==> config.mk <==
export PLATFORM = sky130hd
export DESIGN_NAME = ptm_timer
export DESIGN_NICKNAME = d
export VERILOG_FILES = /design/src/hdl/ptm_pkg.sv /design/src/hdl/ptm_timer.sv
export SDC_FILE = /design/constraint.sdc
export NUM_CORES = 1
export LEC_CHECK = 0
export BUFFER_PORTS_ARGS = -buffer_cell sky130_fd_sc_hd__buf_4
export CORE_MARGIN = 2
export CORE_UTILIZATION = 35
export CTS_BUF_LIST = sky130_fd_sc_hd__clkbuf_8
export DETAILED_ROUTE_END_ITERATION = 10
export PLACE_DENSITY = 0.57
export SKIP_LAST_GASP = 1
export SLEW_MARGIN = 15
export SYNTH_ARGS = -nofsm -noshare
export SYNTH_HDL_FRONTEND = slang
export SYNTH_SLANG_ARGS = --single-unit
==> constraint.sdc <==
create_clock -name clk_sys -period 7.3 [get_ports clk_sys]
set_input_delay 0.365 -clock clk_sys [delete_from_list [all_inputs] [get_ports clk_sys]]
set_output_delay 0.365 -clock clk_sys [all_outputs]
set_load 0.03 [all_outputs]
==> src/hdl/ptm_pkg.sv <==
// package with register map, field positions and constants for the periodic timer
package ptm_pkg;
   localparam logic [4:0] PTM_OFS_CONTROL_A   = 5'h00;
   localparam logic [4:0] PTM_OFS_CONTROL_B   = 5'h04;
   localparam logic [4:0] PTM_OFS_COUNT_LOW   = 5'h08;
   localparam logic [4:0] PTM_OFS_COUNT_HIGH  = 5'h0c;
   localparam logic [4:0] PTM_OFS_CMP_A_LOW   = 5'h10;
   localparam logic [4:0] PTM_OFS_CMP_A_HIGH  = 5'h14;
   localparam logic [4:0] PTM_OFS_PERIOD_LOW  = 5'h18;
   localparam logic [4:0] PTM_OFS_PERIOD_HIGH = 5'h1c;
   localparam logic [4:0] PTM_OFS_FLAGS       = 5'h00;
   localparam logic [7:0] PTM_OFS_FLAGS_FULL  = 8'h20;
   localparam int PTM_CA_PAUSE      = 7;
   localparam int PTM_CA_CLK_HI     = 6;
   localparam int PTM_CA_CLK_LO     = 4;
   localparam int PTM_CA_RUN        = 3;
   localparam int PTM_CB_MODE_HI    = 7;
   localparam int PTM_CB_MODE_LO    = 6;
   localparam int PTM_CB_PIN_HI     = 5;
   localparam int PTM_CB_PIN_LO     = 4;
   localparam int PTM_CB_LEVEL      = 3;
   localparam int PTM_CB_INVERT     = 2;
   localparam int PTM_CB_CLEAR_SEL  = 0;
   localparam logic [7:0] PTM_CA_MASK   = 8'hf8;
   localparam logic [7:0] PTM_CB_MASK   = 8'hfd;
   localparam logic [7:0] PTM_RESET_VAL = 8'h00;
   localparam logic [1:0] PTM_MODE_COMPARE = 2'b00;
   localparam logic [1:0] PTM_MODE_PWM     = 2'b10;
   localparam logic [1:0] PTM_MODE_TIMER   = 2'b11;
   localparam logic [2:0] PTM_CLK_SYS_DIV4 = 3'b000;
   localparam logic [2:0] PTM_CLK_SYS      = 3'b001;
   localparam logic [2:0] PTM_CLK_HIGH_16  = 3'b010;
   localparam logic [2:0] PTM_CLK_HIGH_64  = 3'b011;
   localparam logic [2:0] PTM_CLK_EXT_RISE = 3'b110;
   localparam logic [2:0] PTM_CLK_EXT_FALL = 3'b111;
   localparam logic [9:0] PTM_COUNT_MAX = 10'h3ff;
   localparam logic [1:0] PTM_RESP_OKAY   = 2'b00;
   localparam logic [1:0] PTM_RESP_SLVERR = 2'b10;
endpackage : ptm_pkg

==> src/hdl/ptm_timer.sv <==
// periodic timer module with axi4-lite register slave
// What this block does
// - ten-bit up-counter advances once per tick of the selected clock source
// - comparators A and P match counter against compare-A and period values
// - counter not writable; clears on overflow or selected comparator match
// - pause bit 7 set holds the count; clearing resumes from held value
// - clock select picks system/4, system, high/16, high/64, sub, external edges
// - run enables counting; off retains count; rising run zeroes the counter
// - rising run returns the pin to initial level in output modes
// - mode 00 compare, 01 undefined, 10 pwm or single pulse, 11 timer
// - compare mode A match: 00 keep, 01 low, 10 high, 11 toggle
// - pwm mode pin bits: 00 inactive, 01 active, 10 pwm, 11 single pulse
// - requested level equal to initial level gives no visible pin change
// - level bit sets initial level, pwm polarity, single pulse start level
// - invert bit 2 inverts the output pin, no effect in timer mode
// - clear select 1 clears on A match, 0 on P match or overflow
// - count readable as byte pair; compare values read/write byte pairs
// - timer mode output level is undefined, output need not be driven
// - second output always the inverse of the primary output
// - unimplemented high bits and control a bits 2..0 read zero
// - clear on A raises only A flag; A zero overflows at 3ff flagless
// - pwm period from period value, zero is 1024; duty at/above period full
// - single pulse: A match clears run; external active edge sets run
`timescale 1ns/1ps
module ptm_timer
   import ptm_pkg::*;
#(
   parameter int HIGH_DIV_A = 16,
   parameter int HIGH_DIV_B = 64
) (
   input  wire logic        clk_sys,
   input  wire logic        rst_n,
   input  wire logic        high_clock_tick,
   input  wire logic        sub_clock_tick,
   input  wire logic        external_clock_input,
   output logic             timer_output,
   output logic             timer_output_inverted,
   output logic             compare_a_flag,
   output logic             compare_p_flag,
   input  wire logic [7:0]  s_axi_awaddr,
   input  wire logic        s_axi_awvalid,
   output logic             s_axi_awready,
   input  wire logic [31:0] s_axi_wdata,
   input  wire logic [3:0]  s_axi_wstrb,
   input  wire logic        s_axi_wvalid,
   output logic             s_axi_wready,
   output logic [1:0]       s_axi_bresp,
   output logic             s_axi_bvalid,
   input  wire logic        s_axi_bready,
   input  wire logic [7:0]  s_axi_araddr,
   input  wire logic        s_axi_arvalid,
   output logic             s_axi_arready,
   output logic [31:0]      s_axi_rdata,
   output logic [1:0]       s_axi_rresp,
   output logic             s_axi_rvalid,
   input  wire logic        s_axi_rready
);
   logic [7:0] timer_control_a;
   logic [7:0] timer_control_b;
   logic [9:0] compare_a_value;
   logic [9:0] period_compare_value;
   logic [9:0] count;
   logic       run_prev;
   logic       ext_prev;
   logic       pin_level;
   logic [1:0] sys_div;
   logic [5:0] high_div;
   logic [7:0] aw_addr;
   logic       aw_held;
   logic [31:0] w_data;
   logic       w_lane0;
   logic       w_held;

   logic       timer_run;
   logic       count_pause;
   logic [2:0] clock_source_select;
   logic [1:0] operating_mode_select;
   logic [1:0] pin_function_select;
   logic       output_level_control;
   logic       output_invert;
   logic       clear_source_select;
   logic       tick;
   logic       ext_rise;
   logic       ext_fall;
   logic       run_rise;
   logic       match_a;
   logic       match_p;
   logic       overflow;
   logic       clear_count;
   logic       pulse_mode;
   logic       pulse_end;
   logic       pulse_start;
   logic       wr_fire;
   logic       wr_ok;
   logic [9:0] next_count;
   logic       next_pin;

   assign timer_run             = timer_control_a[PTM_CA_RUN];
   assign count_pause           = timer_control_a[PTM_CA_PAUSE];
   assign clock_source_select   = timer_control_a[PTM_CA_CLK_HI:PTM_CA_CLK_LO];
   assign operating_mode_select = timer_control_b[PTM_CB_MODE_HI:PTM_CB_MODE_LO];
   assign pin_function_select   = timer_control_b[PTM_CB_PIN_HI:PTM_CB_PIN_LO];
   assign output_level_control  = timer_control_b[PTM_CB_LEVEL];
   assign output_invert         = timer_control_b[PTM_CB_INVERT];
   assign clear_source_select   = timer_control_b[PTM_CB_CLEAR_SEL];
   assign ext_rise = external_clock_input & ~ext_prev;
   assign ext_fall = ~external_clock_input & ext_prev;
   assign run_rise = timer_run & ~run_prev;
   assign pulse_mode = (operating_mode_select == PTM_MODE_PWM) && (pin_function_select == 2'b11);

   // internal divided ticks run freely
   always_ff @(posedge clk_sys or negedge rst_n) begin
      if (!rst_n) begin
         sys_div <= 2'h0;
      end else begin
         sys_div <= sys_div + 2'h1;
      end
   end

   always_ff @(posedge clk_sys or negedge rst_n) begin
      if (!rst_n) begin
         high_div <= 6'h00;
      end else if (high_clock_tick) begin
         high_div <= high_div + 6'h01;
      end
   end

   always_ff @(posedge clk_sys or negedge rst_n) begin
      if (!rst_n) begin
         ext_prev <= 1'b0;
         run_prev <= 1'b0;
      end else begin
         ext_prev <= external_clock_input;
         run_prev <= timer_run;
      end
   end

   // source selection
   always_comb begin
      unique case (clock_source_select)
         PTM_CLK_SYS_DIV4: tick = (sys_div == 2'h3);
         PTM_CLK_SYS:      tick = 1'b1;
         PTM_CLK_HIGH_16:  tick = high_clock_tick && (high_div[3:0] == 4'(HIGH_DIV_A - 1));
         PTM_CLK_HIGH_64:  tick = high_clock_tick && (high_div == 6'(HIGH_DIV_B - 1));
         PTM_CLK_EXT_RISE: tick = ext_rise;
         PTM_CLK_EXT_FALL: tick = ext_fall;
         default:          tick = sub_clock_tick;
      endcase
   end

   // comparators, evaluated on the tick that reaches the value
   assign match_a = tick && timer_run && !count_pause && (count + 10'h001 == compare_a_value)
                    && (compare_a_value != 10'h000);
   assign match_p = tick && timer_run && !count_pause && (count + 10'h001 == period_compare_value)
                    && (period_compare_value != 10'h000);
   assign overflow = tick && timer_run && !count_pause && (count == PTM_COUNT_MAX);

   always_comb begin
      if (operating_mode_select == PTM_MODE_PWM) begin
         clear_count = match_p || overflow;
      end else if (clear_source_select) begin
         clear_count = match_a || overflow;
      end else begin
         clear_count = match_p || overflow;
      end
   end

   assign pulse_end   = pulse_mode && match_a;
   assign pulse_start = pulse_mode && !timer_run && (clock_source_select == PTM_CLK_EXT_FALL ? ext_fall : ext_rise);

   always_comb begin
      next_count = count;
      if (run_rise) begin
         next_count = 10'h000;
      end else if (timer_run && !count_pause && tick) begin
         next_count = clear_count ? 10'h000 : 10'(count + 10'h001);
      end
   end

   always_ff @(posedge clk_sys or negedge rst_n) begin
      if (!rst_n) begin
         count <= 10'h000;
      end else begin
         count <= next_count;
      end
   end

   // sticky flags; set wins over a clear in the same cycle
   always_ff @(posedge clk_sys or negedge rst_n) begin
      if (!rst_n) begin
         compare_a_flag <= 1'b0;
         compare_p_flag <= 1'b0;
      end else begin
         compare_a_flag <= match_a | (compare_a_flag &
            ~(wr_fire && aw_addr == PTM_OFS_FLAGS_FULL && w_lane0 && w_data[0]));
         compare_p_flag <= (match_p && !(clear_source_select && operating_mode_select != PTM_MODE_PWM))
            | (compare_p_flag & ~(wr_fire && aw_addr == PTM_OFS_FLAGS_FULL && w_lane0 && w_data[1]));
      end
   end

   // pin level before inversion
   always_comb begin
      next_pin = pin_level;
      if (run_rise) begin
         next_pin = output_level_control;
      end else if (operating_mode_select == PTM_MODE_COMPARE) begin
         if (match_a) begin
            unique case (pin_function_select)
               2'b00: next_pin = pin_level;
               2'b01: next_pin = 1'b0;
               2'b10: next_pin = 1'b1;
               2'b11: next_pin = ~pin_level;
            endcase
         end
      end else if (operating_mode_select == PTM_MODE_PWM) begin
         unique case (pin_function_select)
            2'b00: next_pin = ~output_level_control;
            2'b01: next_pin = output_level_control;
            2'b10: next_pin = ((next_count < compare_a_value) || (period_compare_value != 10'h000 &&
                   compare_a_value >= period_compare_value)) ? output_level_control : ~output_level_control;
            2'b11: next_pin = (timer_run && !pulse_end) ? output_level_control : ~output_level_control;
         endcase
      end
   end

   always_ff @(posedge clk_sys or negedge rst_n) begin
      if (!rst_n) begin
         pin_level <= 1'b0;
      end else begin
         pin_level <= next_pin;
      end
   end

   // timer mode leaves the pin at its last level
   always_ff @(posedge clk_sys or negedge rst_n) begin
      if (!rst_n) begin
         timer_output          <= 1'b0;
         timer_output_inverted <= 1'b1;
      end else if (operating_mode_select != PTM_MODE_TIMER) begin
         timer_output          <= next_pin ^ output_invert;
         timer_output_inverted <= ~(next_pin ^ output_invert);
      end
   end

   // axi4-lite write path
   assign wr_fire = aw_held && w_held && !s_axi_bvalid;
   assign wr_ok   = (aw_addr[1:0] == 2'b00) && (aw_addr <= PTM_OFS_FLAGS_FULL);

   always_ff @(posedge clk_sys or negedge rst_n) begin
      if (!rst_n) begin
         aw_held <= 1'b0;
         aw_addr <= 8'h00;
      end else if (s_axi_awvalid && s_axi_awready) begin
         aw_held <= 1'b1;
         aw_addr <= s_axi_awaddr;
      end else if (wr_fire) begin
         aw_held <= 1'b0;
      end
   end

   always_ff @(posedge clk_sys or negedge rst_n) begin
      if (!rst_n) begin
         w_held  <= 1'b0;
         w_data  <= 32'h0000_0000;
         w_lane0 <= 1'b0;
      end else if (s_axi_wvalid && s_axi_wready) begin
         w_held  <= 1'b1;
         w_data  <= s_axi_wdata;
         w_lane0 <= s_axi_wstrb[0];
      end else if (wr_fire) begin
         w_held <= 1'b0;
      end
   end

   always_ff @(posedge clk_sys or negedge rst_n) begin
      if (!rst_n) begin
         s_axi_awready <= 1'b0;
         s_axi_wready  <= 1'b0;
      end else begin
         s_axi_awready <= !aw_held && !(s_axi_awvalid && s_axi_awready);
         s_axi_wready  <= !w_held && !(s_axi_wvalid && s_axi_wready);
      end
   end

   always_ff @(posedge clk_sys or negedge rst_n) begin
      if (!rst_n) begin
         s_axi_bvalid <= 1'b0;
         s_axi_bresp  <= PTM_RESP_OKAY;
      end else if (wr_fire) begin
         s_axi_bvalid <= 1'b1;
         s_axi_bresp  <= wr_ok ? PTM_RESP_OKAY : PTM_RESP_SLVERR;
      end else if (s_axi_bready) begin
         s_axi_bvalid <= 1'b0;
      end
   end

   // register stores; count has no write path
   always_ff @(posedge clk_sys or negedge rst_n) begin
      if (!rst_n) begin
         timer_control_a <= PTM_RESET_VAL;
      end else if (pulse_end) begin
         timer_control_a[PTM_CA_RUN] <= 1'b0;
      end else if (pulse_start) begin
         timer_control_a[PTM_CA_RUN] <= 1'b1;
      end else if (wr_fire && w_lane0 && aw_addr == {3'h0, PTM_OFS_CONTROL_A}) begin
         timer_control_a <= w_data[7:0] & PTM_CA_MASK;
      end
   end

   always_ff @(posedge clk_sys or negedge rst_n) begin
      if (!rst_n) begin
         timer_control_b      <= PTM_RESET_VAL;
         compare_a_value      <= 10'h000;
         period_compare_value <= 10'h000;
      end else if (wr_fire && w_lane0) begin
         unique case (aw_addr)
            {3'h0, PTM_OFS_CONTROL_B}:   timer_control_b <= w_data[7:0] & PTM_CB_MASK;
            {3'h0, PTM_OFS_CMP_A_LOW}:   compare_a_value[7:0] <= w_data[7:0];
            {3'h0, PTM_OFS_CMP_A_HIGH}:  compare_a_value[9:8] <= w_data[1:0];
            {3'h0, PTM_OFS_PERIOD_LOW}:  period_compare_value[7:0] <= w_data[7:0];
            {3'h0, PTM_OFS_PERIOD_HIGH}: period_compare_value[9:8] <= w_data[1:0];
            default: ;
         endcase
      end
   end

   // axi4-lite read path
   always_ff @(posedge clk_sys or negedge rst_n) begin
      if (!rst_n) begin
         s_axi_arready <= 1'b0;
         s_axi_rvalid  <= 1'b0;
         s_axi_rdata   <= 32'h0000_0000;
         s_axi_rresp   <= PTM_RESP_OKAY;
      end else begin
         s_axi_arready <= !s_axi_rvalid && !(s_axi_arvalid && s_axi_arready);
         if (s_axi_arvalid && s_axi_arready) begin
            s_axi_rvalid <= 1'b1;
            s_axi_rresp  <= PTM_RESP_OKAY;
            unique case (s_axi_araddr)
               {3'h0, PTM_OFS_CONTROL_A}:   s_axi_rdata <= {24'h0, timer_control_a};
               {3'h0, PTM_OFS_CONTROL_B}:   s_axi_rdata <= {24'h0, timer_control_b};
               {3'h0, PTM_OFS_COUNT_LOW}:   s_axi_rdata <= {24'h0, count[7:0]};
               {3'h0, PTM_OFS_COUNT_HIGH}:  s_axi_rdata <= {30'h0, count[9:8]};
               {3'h0, PTM_OFS_CMP_A_LOW}:   s_axi_rdata <= {24'h0, compare_a_value[7:0]};
               {3'h0, PTM_OFS_CMP_A_HIGH}:  s_axi_rdata <= {30'h0, compare_a_value[9:8]};
               {3'h0, PTM_OFS_PERIOD_LOW}:  s_axi_rdata <= {24'h0, period_compare_value[7:0]};
               {3'h0, PTM_OFS_PERIOD_HIGH}: s_axi_rdata <= {30'h0, period_compare_value[9:8]};
               PTM_OFS_FLAGS_FULL:          s_axi_rdata <= {30'h0, compare_p_flag, compare_a_flag};
               default: begin
                  s_axi_rdata <= 32'h0000_0000;
                  s_axi_rresp <= PTM_RESP_SLVERR;
               end
            endcase
         end else if (s_axi_rready) begin
            s_axi_rvalid <= 1'b0;
         end
      end
   end
endmodule : ptm_timer

# == Word-level counts from Yosys, hierarchy flattened ==
# Cells that the tools add are included.
# word_totals
ram_bits,0
mem_count,0
romBits,0
ff_bits,117
latch_bits,0
in_bits,62
# classes
n_shift,0
multipliers,0
n_mux,28
add_sub_neg,3
bitwise_logic,18
div_mod_pow,0
eq_ne,31
n_reduce_logical,68
n_lt_le_gt_ge,3
# ops
cell,count
$pmux W8 S9,1
$eq A8 B5 Y1 const B,8
$logic_and A1 B1 Y1,34
$mux W10,3
$eq A10 B10 Y1,2
$reduce_bool A10 Y1,2
$mux W1,18
$eq A8 B3 Y1 const B,2
$eq A8 B4 Y1 const B,2
$eq A8 B6 Y1 const B,2
$logic_not A8 Y1,2
$logic_not A1 Y1,11
$add A10 B1 Y10 const B,1
$eq A10 B10 Y1 const B,1
$ge A10 B10 Y1,1
$lt A10 B10 Y1,1
$not A1 Y1,10
$reduce_and A2 Y1,5
$reduce_or A9 Y1,1
$eq A2 B2 Y1 const B,4
$le A8 B6 Y1 const B,1
$pmux W1 S4,2
$reduce_bool A2 Y1,4
$add A6 B1 Y6 const B,1
19 further kinds,32

# == Logic depth before layout (Yosys ltp) ==
# Gate-level depths: netlist (run 1).
# logic_depth
depth_word,22
mapped_depth,23
depth_no_buf,20

# == Least setup slack after synthesis (run 1) ==
# OpenSTA, ideal clock, no wires.
# synth_path
path_type,register -> register
start,register count[1]
end,register timer_output_inverted
t_required_ps,7238
path_stages_with_launch,24
arrival_time_ps,4759
period_less_slack_ps,4822
setup_slack_ps,2478
cell_sequence,dfrtp_1 ha_1 buf_2 and3_1 buf_2 a31oi_1 a21oi_1 a211o_1 or4b_1 o221ai_1 buf_2 o21ai_0 a21oi_1 nor2_1 ha_1 nand4_1 nor3_1 a2111o_1 a2111o_1 or4_1 and4_1 nand2_1 or3_1 o2111a_1
# synth_via
elab_chain_len,19
elab_cells_between_ends,30
classes_between,1 x add/sub; 1 x order compare; 3 x eq/ne; 12 x mux; 2 x bitwise; 11 x reduce/logical
# synth_lines
item,line_no,rtl
"start, declared",ptm_timer.sv:62,logic [9:0] count;
"start signal, assigned",ptm_timer.sv:184,count <= next_count;
$add A10 B1 Y10,"ptm_timer.sv:152, ptm_timer.sv:154, ptm_timer.sv:176",
$eq A10 B10 Y1 (on tied branches),"ptm_timer.sv:154, ptm_timer.sv:152",
$logic_and A1 B1 Y1 (on tied branches),"ptm_timer.sv:154, ptm_timer.sv:152",
$logic_and A1 B1 Y1 (on tied branches),"ptm_timer.sv:155, ptm_timer.sv:153",
$logic_or A1 B1 Y1 (on tied branches),"ptm_timer.sv:160, ptm_timer.sv:164, ptm_timer.sv:162",
$mux W1,ptm_timer.sv:161,end else if (clear_source_select) begin
$mux W1,ptm_timer.sv:159,if (operating_mode_select == PTM_MODE_PWM) begin
$mux W10 *,ptm_timer.sv:176,next_count = clear_count ? 10'h000 : 10'(count + 10'h001);
[... 2 more ...],--,
net next_count[5],ptm_timer.sv:95,logic [9:0] next_count;
[... 1 more ...],--,
$logic_or A1 B1 Y1 *,ptm_timer.sv:219,2'b10: next_pin = ((next_count < compare_a_value) || (period_compare_value != 10'h000 &&
$mux W1 *,ptm_timer.sv:220,compare_a_value >= period_compare_value)) ? output_level_control : ~output_level_control;
$pmux W1 S4 *,ptm_timer.sv:216,unique case (pin_function_select)
$mux W1 *,ptm_timer.sv:215,end else if (operating_mode_select == PTM_MODE_PWM) begin
$mux W1 *,ptm_timer.sv:206,end else if (operating_mode_select == PTM_MODE_COMPARE) begin
$mux W1 *,ptm_timer.sv:204,if (run_rise) begin
$xor A1 B1 Y1 *,ptm_timer.sv:241,timer_output_inverted <= ~(next_pin ^ output_invert);
$not A1 Y1 *,ptm_timer.sv:241,
"end signal, assigned",ptm_timer.sv:241,
"end, declared",ptm_timer.sv:37,"output logic timer_output_inverted,"
# Mark *: on every way through the listed nets, which the timed path passes. The rest lies on a longest branch.
# A chain may end at the register's enable or synchronous reset.

# == Worst setup path after layout (run 1) ==
# layout_path
start,register count[0]
end,register timer_output_inverted
# The elaborated chain is that of the path after synthesis.

==> results of run 1 <==
what timing repair did:
item | in CTS | in global routing
setup endpoints to repair | 0 | 0
endpoints found under the hold margin | 15 | 0
hold buffers | 1 | 0
area by class of cell:
cell class / instances / share of cell area (%)
Clock inverter: 6 / 0.964
Tap cell: 220 / 4.16
Inverter: 35 / 1.99
Timing Repair Buffer: 57 / 6.51
Sequential cell: 91 / 34.4
Clock buffer: 10 / 2.08
Multi-Input combinational cell: 474 / 49.9
through the flow:
stage / worst slack (ps) / instances
CTS: 1390 / 893
detailed placement: 1430 / 876
floorplan: 2480 / 648
global route: 981 / 893
finish: 1200 / 893
global placement: 1440 / 876
registers in the layout, indices dropped and copies added (netlist names), 2 cells and up:
signal	count
aw_addr	8
compare_a_value	10
count	10
high_div	6
period_compare_value	10
s_axi_rdata	8
sys_div	2
timer_control_a	5
timer_control_b	7
w_data	8
placed cells by master, fill, tap and decap left out, types with 4 or more instances in the layout:
cell type	Yosys	layout
dfrtp_1	90	90
buf_4	30	56
nand2_1	52	52
o21ai_0	42	42
mux2_2	41	41
inv_1	35	36
nor2_1	34	34
a21oi_1	31	31
conb_1	1	26
ha_1	22	22
nand3_1	17	17
nor3_1	15	15
xnor2_1	15	15
nor4_1	13	13
nor2b_1	12	12
nand4_1	11	11
clkbuf_8	0	10
or3_1	8	8
and3_1	7	7
a211oi_1	7	7
xor2_1	6	6
a31oi_1	6	6
and4_1	6	6
a22o_1	6	6
nand3b_1	5	5
a221o_1	5	5
mux2i_1	4	4
or4_1	4	4
a2111o_1	4	4
a22oi_1	4	4
a21o_1	4	4
metal layers:
layer	global-route usage (%)	vias up
met5	0	-
met4	6.43	0
met3	4.16	30
met2	29.5	218
met1	26.8	2415
li1	-	2347
power groups by stage:
| stage | combinational, mW | sequential (mW) | clock, mW |
|---|---|---|---|
| 3_3_place_gp | 0.455 | 0.754 | 0 |
| 5_1_grt | 0.509 | 0.775 | 0.396 |
| 3_5_place_dp | 0.462 | 0.764 | 0 |
| 2_1_floorplan | 0.315 | 0.749 | 0 |
| 4_1_cts | 0.465 | 0.755 | 0.373 |
| 6_report | 0.463 | 0.756 | 0.359 |
logic make-up (layout without fill, tap and decap cells):
kind of cell / count (synthesis) / after routing / share of synthesized area [%]
adders and majority gates: 22 / 22 / 4.65
AOI/OAI and AO/OA: 152 / 152 / 17.7
DFF: 91 / 91 / 38.5
buffers and inverters: 83 / 108 / 7.38
xor gates and xnor gates: 25 / 25 / 4.67
muxes: 45 / 45 / 8.47
and+or+nand+nor: 204 / 204 / 18.6
other: 1 / 26 / 0.0633
worst paths after layout:
| path | end | depth (start not counted) | slack [ps] | start |
|---|---|---|---|---|
| min reg2reg | sys_div[0] | 1 | 430 | sys_div[0] |
| min in group asynchronous | compare_p_flag | 2 | 380 | rst_n |
| min | ext_prev | 1 | 150 | external_clock_input |
| max reg2reg | timer_output_inverted | 21 | 1200 | count[0] |
| max | timer_output_inverted | 21 | 1200 | count[0] |
| max in group asynchronous | aw_addr[2] | 3 | 5700 | rst_n |
==> flow_metrics.tcl, run 1 <==
set metrics [dict create \
    path_delay_family "simple AND/OR/NAND/NOR gates" \
    synth_area_um2 5920 \
    p_seq_share_pct 47.9 \
    synth.avg_cell_area_um2 9.50 \
    period_share_pct 83.6 \
    p_total_mw 1.58 \
    synth_top_area_share_pct 38.0 \
    switching_share_pct 36.9 \
    worst_ep_required_time_ps 7610 \
    fill_cells 1667 \
    path_buf_inv 1 \
    numPortBuffers 53 \
    dr.pass1.iters 5 \
    powerDensity_nw_per_um2 238 \
    grt_use_total_pct 19.1 \
    rsz0062_at_grt "false" \
    setup_tns_ps 0 \
    ys_top_cells_by_area "dfrtp_1 (38%), mux2_2 (7.8%), ha_1 (4.6%)" \
    switching_power_uw 582 \
    slew_headroom_pct 36.7 \
    die_w_um 134 \
    synth.most_common_cell "dfrtp_1" \
    root_buffer "clkbuf_8" \
    yosysSeqAreaShare_pct 38.5 \
    wl_um 16800 \
    finalCriticalPeriod_ps 6100 \
    dpl_cell_area_um2 6400 \
    grt_max_degree 77 \
    start_kind "register" \
    synth-seq-cells 91 \
    worst_pin_slew_ps 947 \
    crit_chain "ha_1 -> xor3_1 -> nor3_1 -> o311ai_1 -> nor3b_1 -> nand4_1 -> o221ai_1 -> buf_4 -> nor2_1 -> a22oi_1 -> nor2_1 -> ha_1 -> nand4_1 -> nor3_1 -> o21a_1 -> o41ai_1 -> a221oi_1 -> and4_1 -> nand2_1 -> or3_1 -> o2111a_1" \
    setup_viol 0 \
    crit_arrival_ps 6410 \
    core.rowCount 47 \
    die_area_um2 18000 \
    ys_async_sr_fraction_pct 100 \
    path_class "register to register" \
    gr-total-overflow 0 \
    num_vias 5010 \
    htreeDepth 3 \
    synth_warnings 0 \
    numCtsBuffers 9 \
    maxSlewViolCount 0 \
    cts.repair.resized 0 \
    wl_met2_um 7540 \
    post-route-util_pct 39.9 \
    drt_iter0_drc 391 \
    cp_slowest_cell "dfrtp_1" \
    drive_gt1_share_pct 18.4 \
    cts_buffer_depth 2 \
    fin_area_um2 6620 \
    synth_common_cells "dfrtp_1 (90), nand2_1 (52), o21ai_0 (42)" \
    syn_to_final_growth_pct 11.7 \
    drc 0 \
    cpPeakStageDelay_ps 650 \
    highest_layer "met4" \
    die_h_um 134 \
    hold_ws_ps 146 \
    max-cap-violations 0 \
    avgRoutedWirePerCell_um 18.8 \
    min_path_type "input port to register" \
    hpwl_um 12900 \
    initial_core_util_pct 35.7 \
    peakVddDrop_mv 0.267 \
    timing.fmax_mhz 164 \
    cts_tree "yes" \
    synth_edf_count 0 \
    p_leak_nw 2.84 \
    ff_latch_area_um2 2280 \
    crit_fanout 12 \
    cts.sinks 91 \
    antenna_cells 0 \
    wl_met1_um 7640 \
    crit_path_end_kind "register" \
    comb_power_share_pct 29.3 \
    synthCells 623 \
    io_pins 107 \
    hold_viol_final 0 \
    internal_power_uw 995 \
    cts_setup_buffers 0 \
    clkTransAtPathRegs_ps 90 \
    clockPowerShare_pct 22.7 \
    clk_latency_ps 380 \
    yosysTopAreaCell "dfrtp_1" \
    clock_skew_ps 19.0 \
    synth_cell_types 77 \
    core_um2 16600 \
    outcome "complete, no violations" \
    grt_antenna_before_repair 0 \
    grt_pass1_vias 4769 \
    dr_wl_met3_um 1200 \
    avgViaCountPerCell 5.61 \
    grt_pass1_wl_um 26500 \
    postRouteAntennaNets 0 \
    multi_input_area_um2 3300 \
    fin_nets 752 \
    synth_flop_cell "dfrtp_1" \
    gp_congestion 0.970 \
]
No activity file was read; power rests on OpenSTA's default activity.
==> run 2, diff against run 1 <==
Clock period 7.3 ns to 5.8 ns, I/O delays scaled along.
==> flow_metrics.tcl, run 2 (same netlist as run 1, synthesis figures left out) <==
set metrics [dict create \
    timing.rr.start "count[2]" \
    peakVddDrop_mv 0.297 \
    p_leak_nw 3.01 \
    htreeDepth 3 \
    grt_pass1_vias 5003 \
    numPortBuffers 53 \
    r2r-end "timer_output_inverted" \
    gr-total-overflow 0 \
    hold_viol_final 0 \
    die_w_um 134 \
    avgRoutedWirePerCell_um 19.4 \
    setup_tns_ps 0 \
    cts_tree "yes" \
    final_common_cell "dfrtp_1" \
    dr.pass1.iters 6 \
    syn_to_final_growth_pct 16.2 \
    cts.sinks 91 \
    crit_fanout 9 \
    hpwl_um 14000 \
    grt_use_total_pct 20.3 \
    die_h_um 134 \
    worst_pin_slew_ps 970 \
    clk_latency_ps 390 \
    clock_skew_ps 16.8 \
    whs_endpoint "ext_prev" \
    setup_viol 0 \
    fin_nets 785 \
    rr_worst_depth 21 \
    start_kind "register" \
    finalCriticalPeriod_ps 5520 \
    maxSlewViolCount 0 \
    drive_gt1_share_pct 22.7 \
    io_pins 107 \
    core_um2 16600 \
    timing.fmax_mhz 181 \
    slew_headroom_pct 35.2 \
    hold_depth 1 \
    largest_registers "compare_a_value x10, count x10, period_compare_value x10" \
    die_area_um2 18000 \
    avgViaCountPerCell 5.61 \
    powerDensity_nw_per_um2 294 \
    cts_setup_buffers 0 \
    drt_iter0_drc 459 \
    wl_um 18000 \
    grt_max_degree 73 \
    grt_antenna_before_repair 0 \
    cts_buffer_depth 2 \
    crit_arrival_ps 5840 \
    initial_core_util_pct 35.7 \
    period_share_pct 95.2 \
    rsz0062_at_grt "false" \
    min_path_type "input port to register" \
    path_class "register to register" \
    root_buffer "clkbuf_8" \
    postRouteAntennaNets 0 \
    drc 0 \
    worst_ep_required_time_ps 6120 \
    max-cap-violations 0 \
    crit_path_end_kind "register" \
    fill_cells 1618 \
    grt_pass1_wl_um 27800 \
    hp-start "external_clock_input" \
    antenna_cells 0 \
    num_vias 5191 \
    outcome "complete, no violations" \
    core.rowCount 47 \
    numCtsBuffers 9 \
    r2r_slack_ps 280 \
    hold_ws_ps 45.2 \
    gp_congestion 0.986 \
    multi_input_area_um2 3310 \
    final_cell_mix "dfrtp_1 (90), buf_4 (89), nand2_1 (52)" \
    clkTransAtPathRegs_ps 100 \
    ff_latch_area_um2 2280 \
]
-- run 2: cell count changes in the layout (fill, tap and decap cells not counted) --
cell	change
buf_4	+33
clkinv_4	+2
clkinvlp_4	-1
ha_1	-1
ha_2	+1
inv_1	-1
nor3_1	-1
nor3_2	+1
-- run 2: worst max path at each step --
stage / start / end / slack, ps
3_3_place_gp: count[0] / timer_output_inverted / 470
3_5_place_dp: count[0] / timer_output_inverted / 390
6_report: count[2] / timer_output_inverted / 280
4_1_cts: count[0] / timer_output_inverted / 360
5_1_grt: count[3] / timer_output_inverted / 20
2_1_floorplan: count[1] / timer_output_inverted / 980
-- run 2: metal layers --
metal  part of all wire [%]  GRT usage [%]
met4                    2.0           6.73
met5                      0              0
met1                     45           27.8
met2                     46           32.1
met3                    7.2           4.35
-- run 2: critical path: stages, from the launching register on --
cell      delay (ps)
dfrtp_1          620
xor3_1           480
a31oi_1          350
and4_1           250
nand4_1           70
or4b_1           510
o221ai_1         130
buf_4            220
buf_4            140
nor2b_1           40
o21ai_0          140
a21oi_1          110
ha_1             300
a211oi_1         270
o21ai_0          140
a22o_1           280
a211o_1          310
a32oi_1          200
and4_1           250
nand2_1           90
or3_1            380
o2111a_1         150
-- run 2: per-stage QoR --
stage	instance area, um^2	setup slack (ps)	power, mW	utilization (%)	instances
6_report	6880	280	2.02	41.5	926
5_1_grt	6880	15.7	2.15	41.5	926
4_1_cts	6870	356	2.03	41.4	926
3_5_place_dp	6650	393	1.57	40.1	909
3_3_place_gp	6650	473	1.54	40.1	909
2_1_floorplan	6010	978	1.34	-	648
-- run 2: cell type report --
type                            instances  share of cell area, %
Inverter                               35                   1.91
Timing Repair Buffer                   90                   9.86
Tap cell                              220                   4.00
Multi-Input combinational cell        474                   48.1
Clock buffer                           10                   2.00
Sequential cell                        91                   33.1
Clock inverter                          6                   1.02
-- run 2: what timing repair did --
| action | in CTS | in global routing |
|---|---|---|
| setup endpoints to repair | 0 | 2 |
| gates resized for setup | 0 | 2 |
| hold buffers | 1 | 0 |
| hold endpoints to repair | 19 | 0 |
-- run 2: where the power goes --
part	internal (mW)	total (mW)	leakage [nW]	switching (mW)
clock network	0.215	0.454	0.107	0.240
registers	0.778	0.943	1.17	0.165
logic	0.278	0.622	1.73	0.344
total	1.27	2.02	3.01	0.748
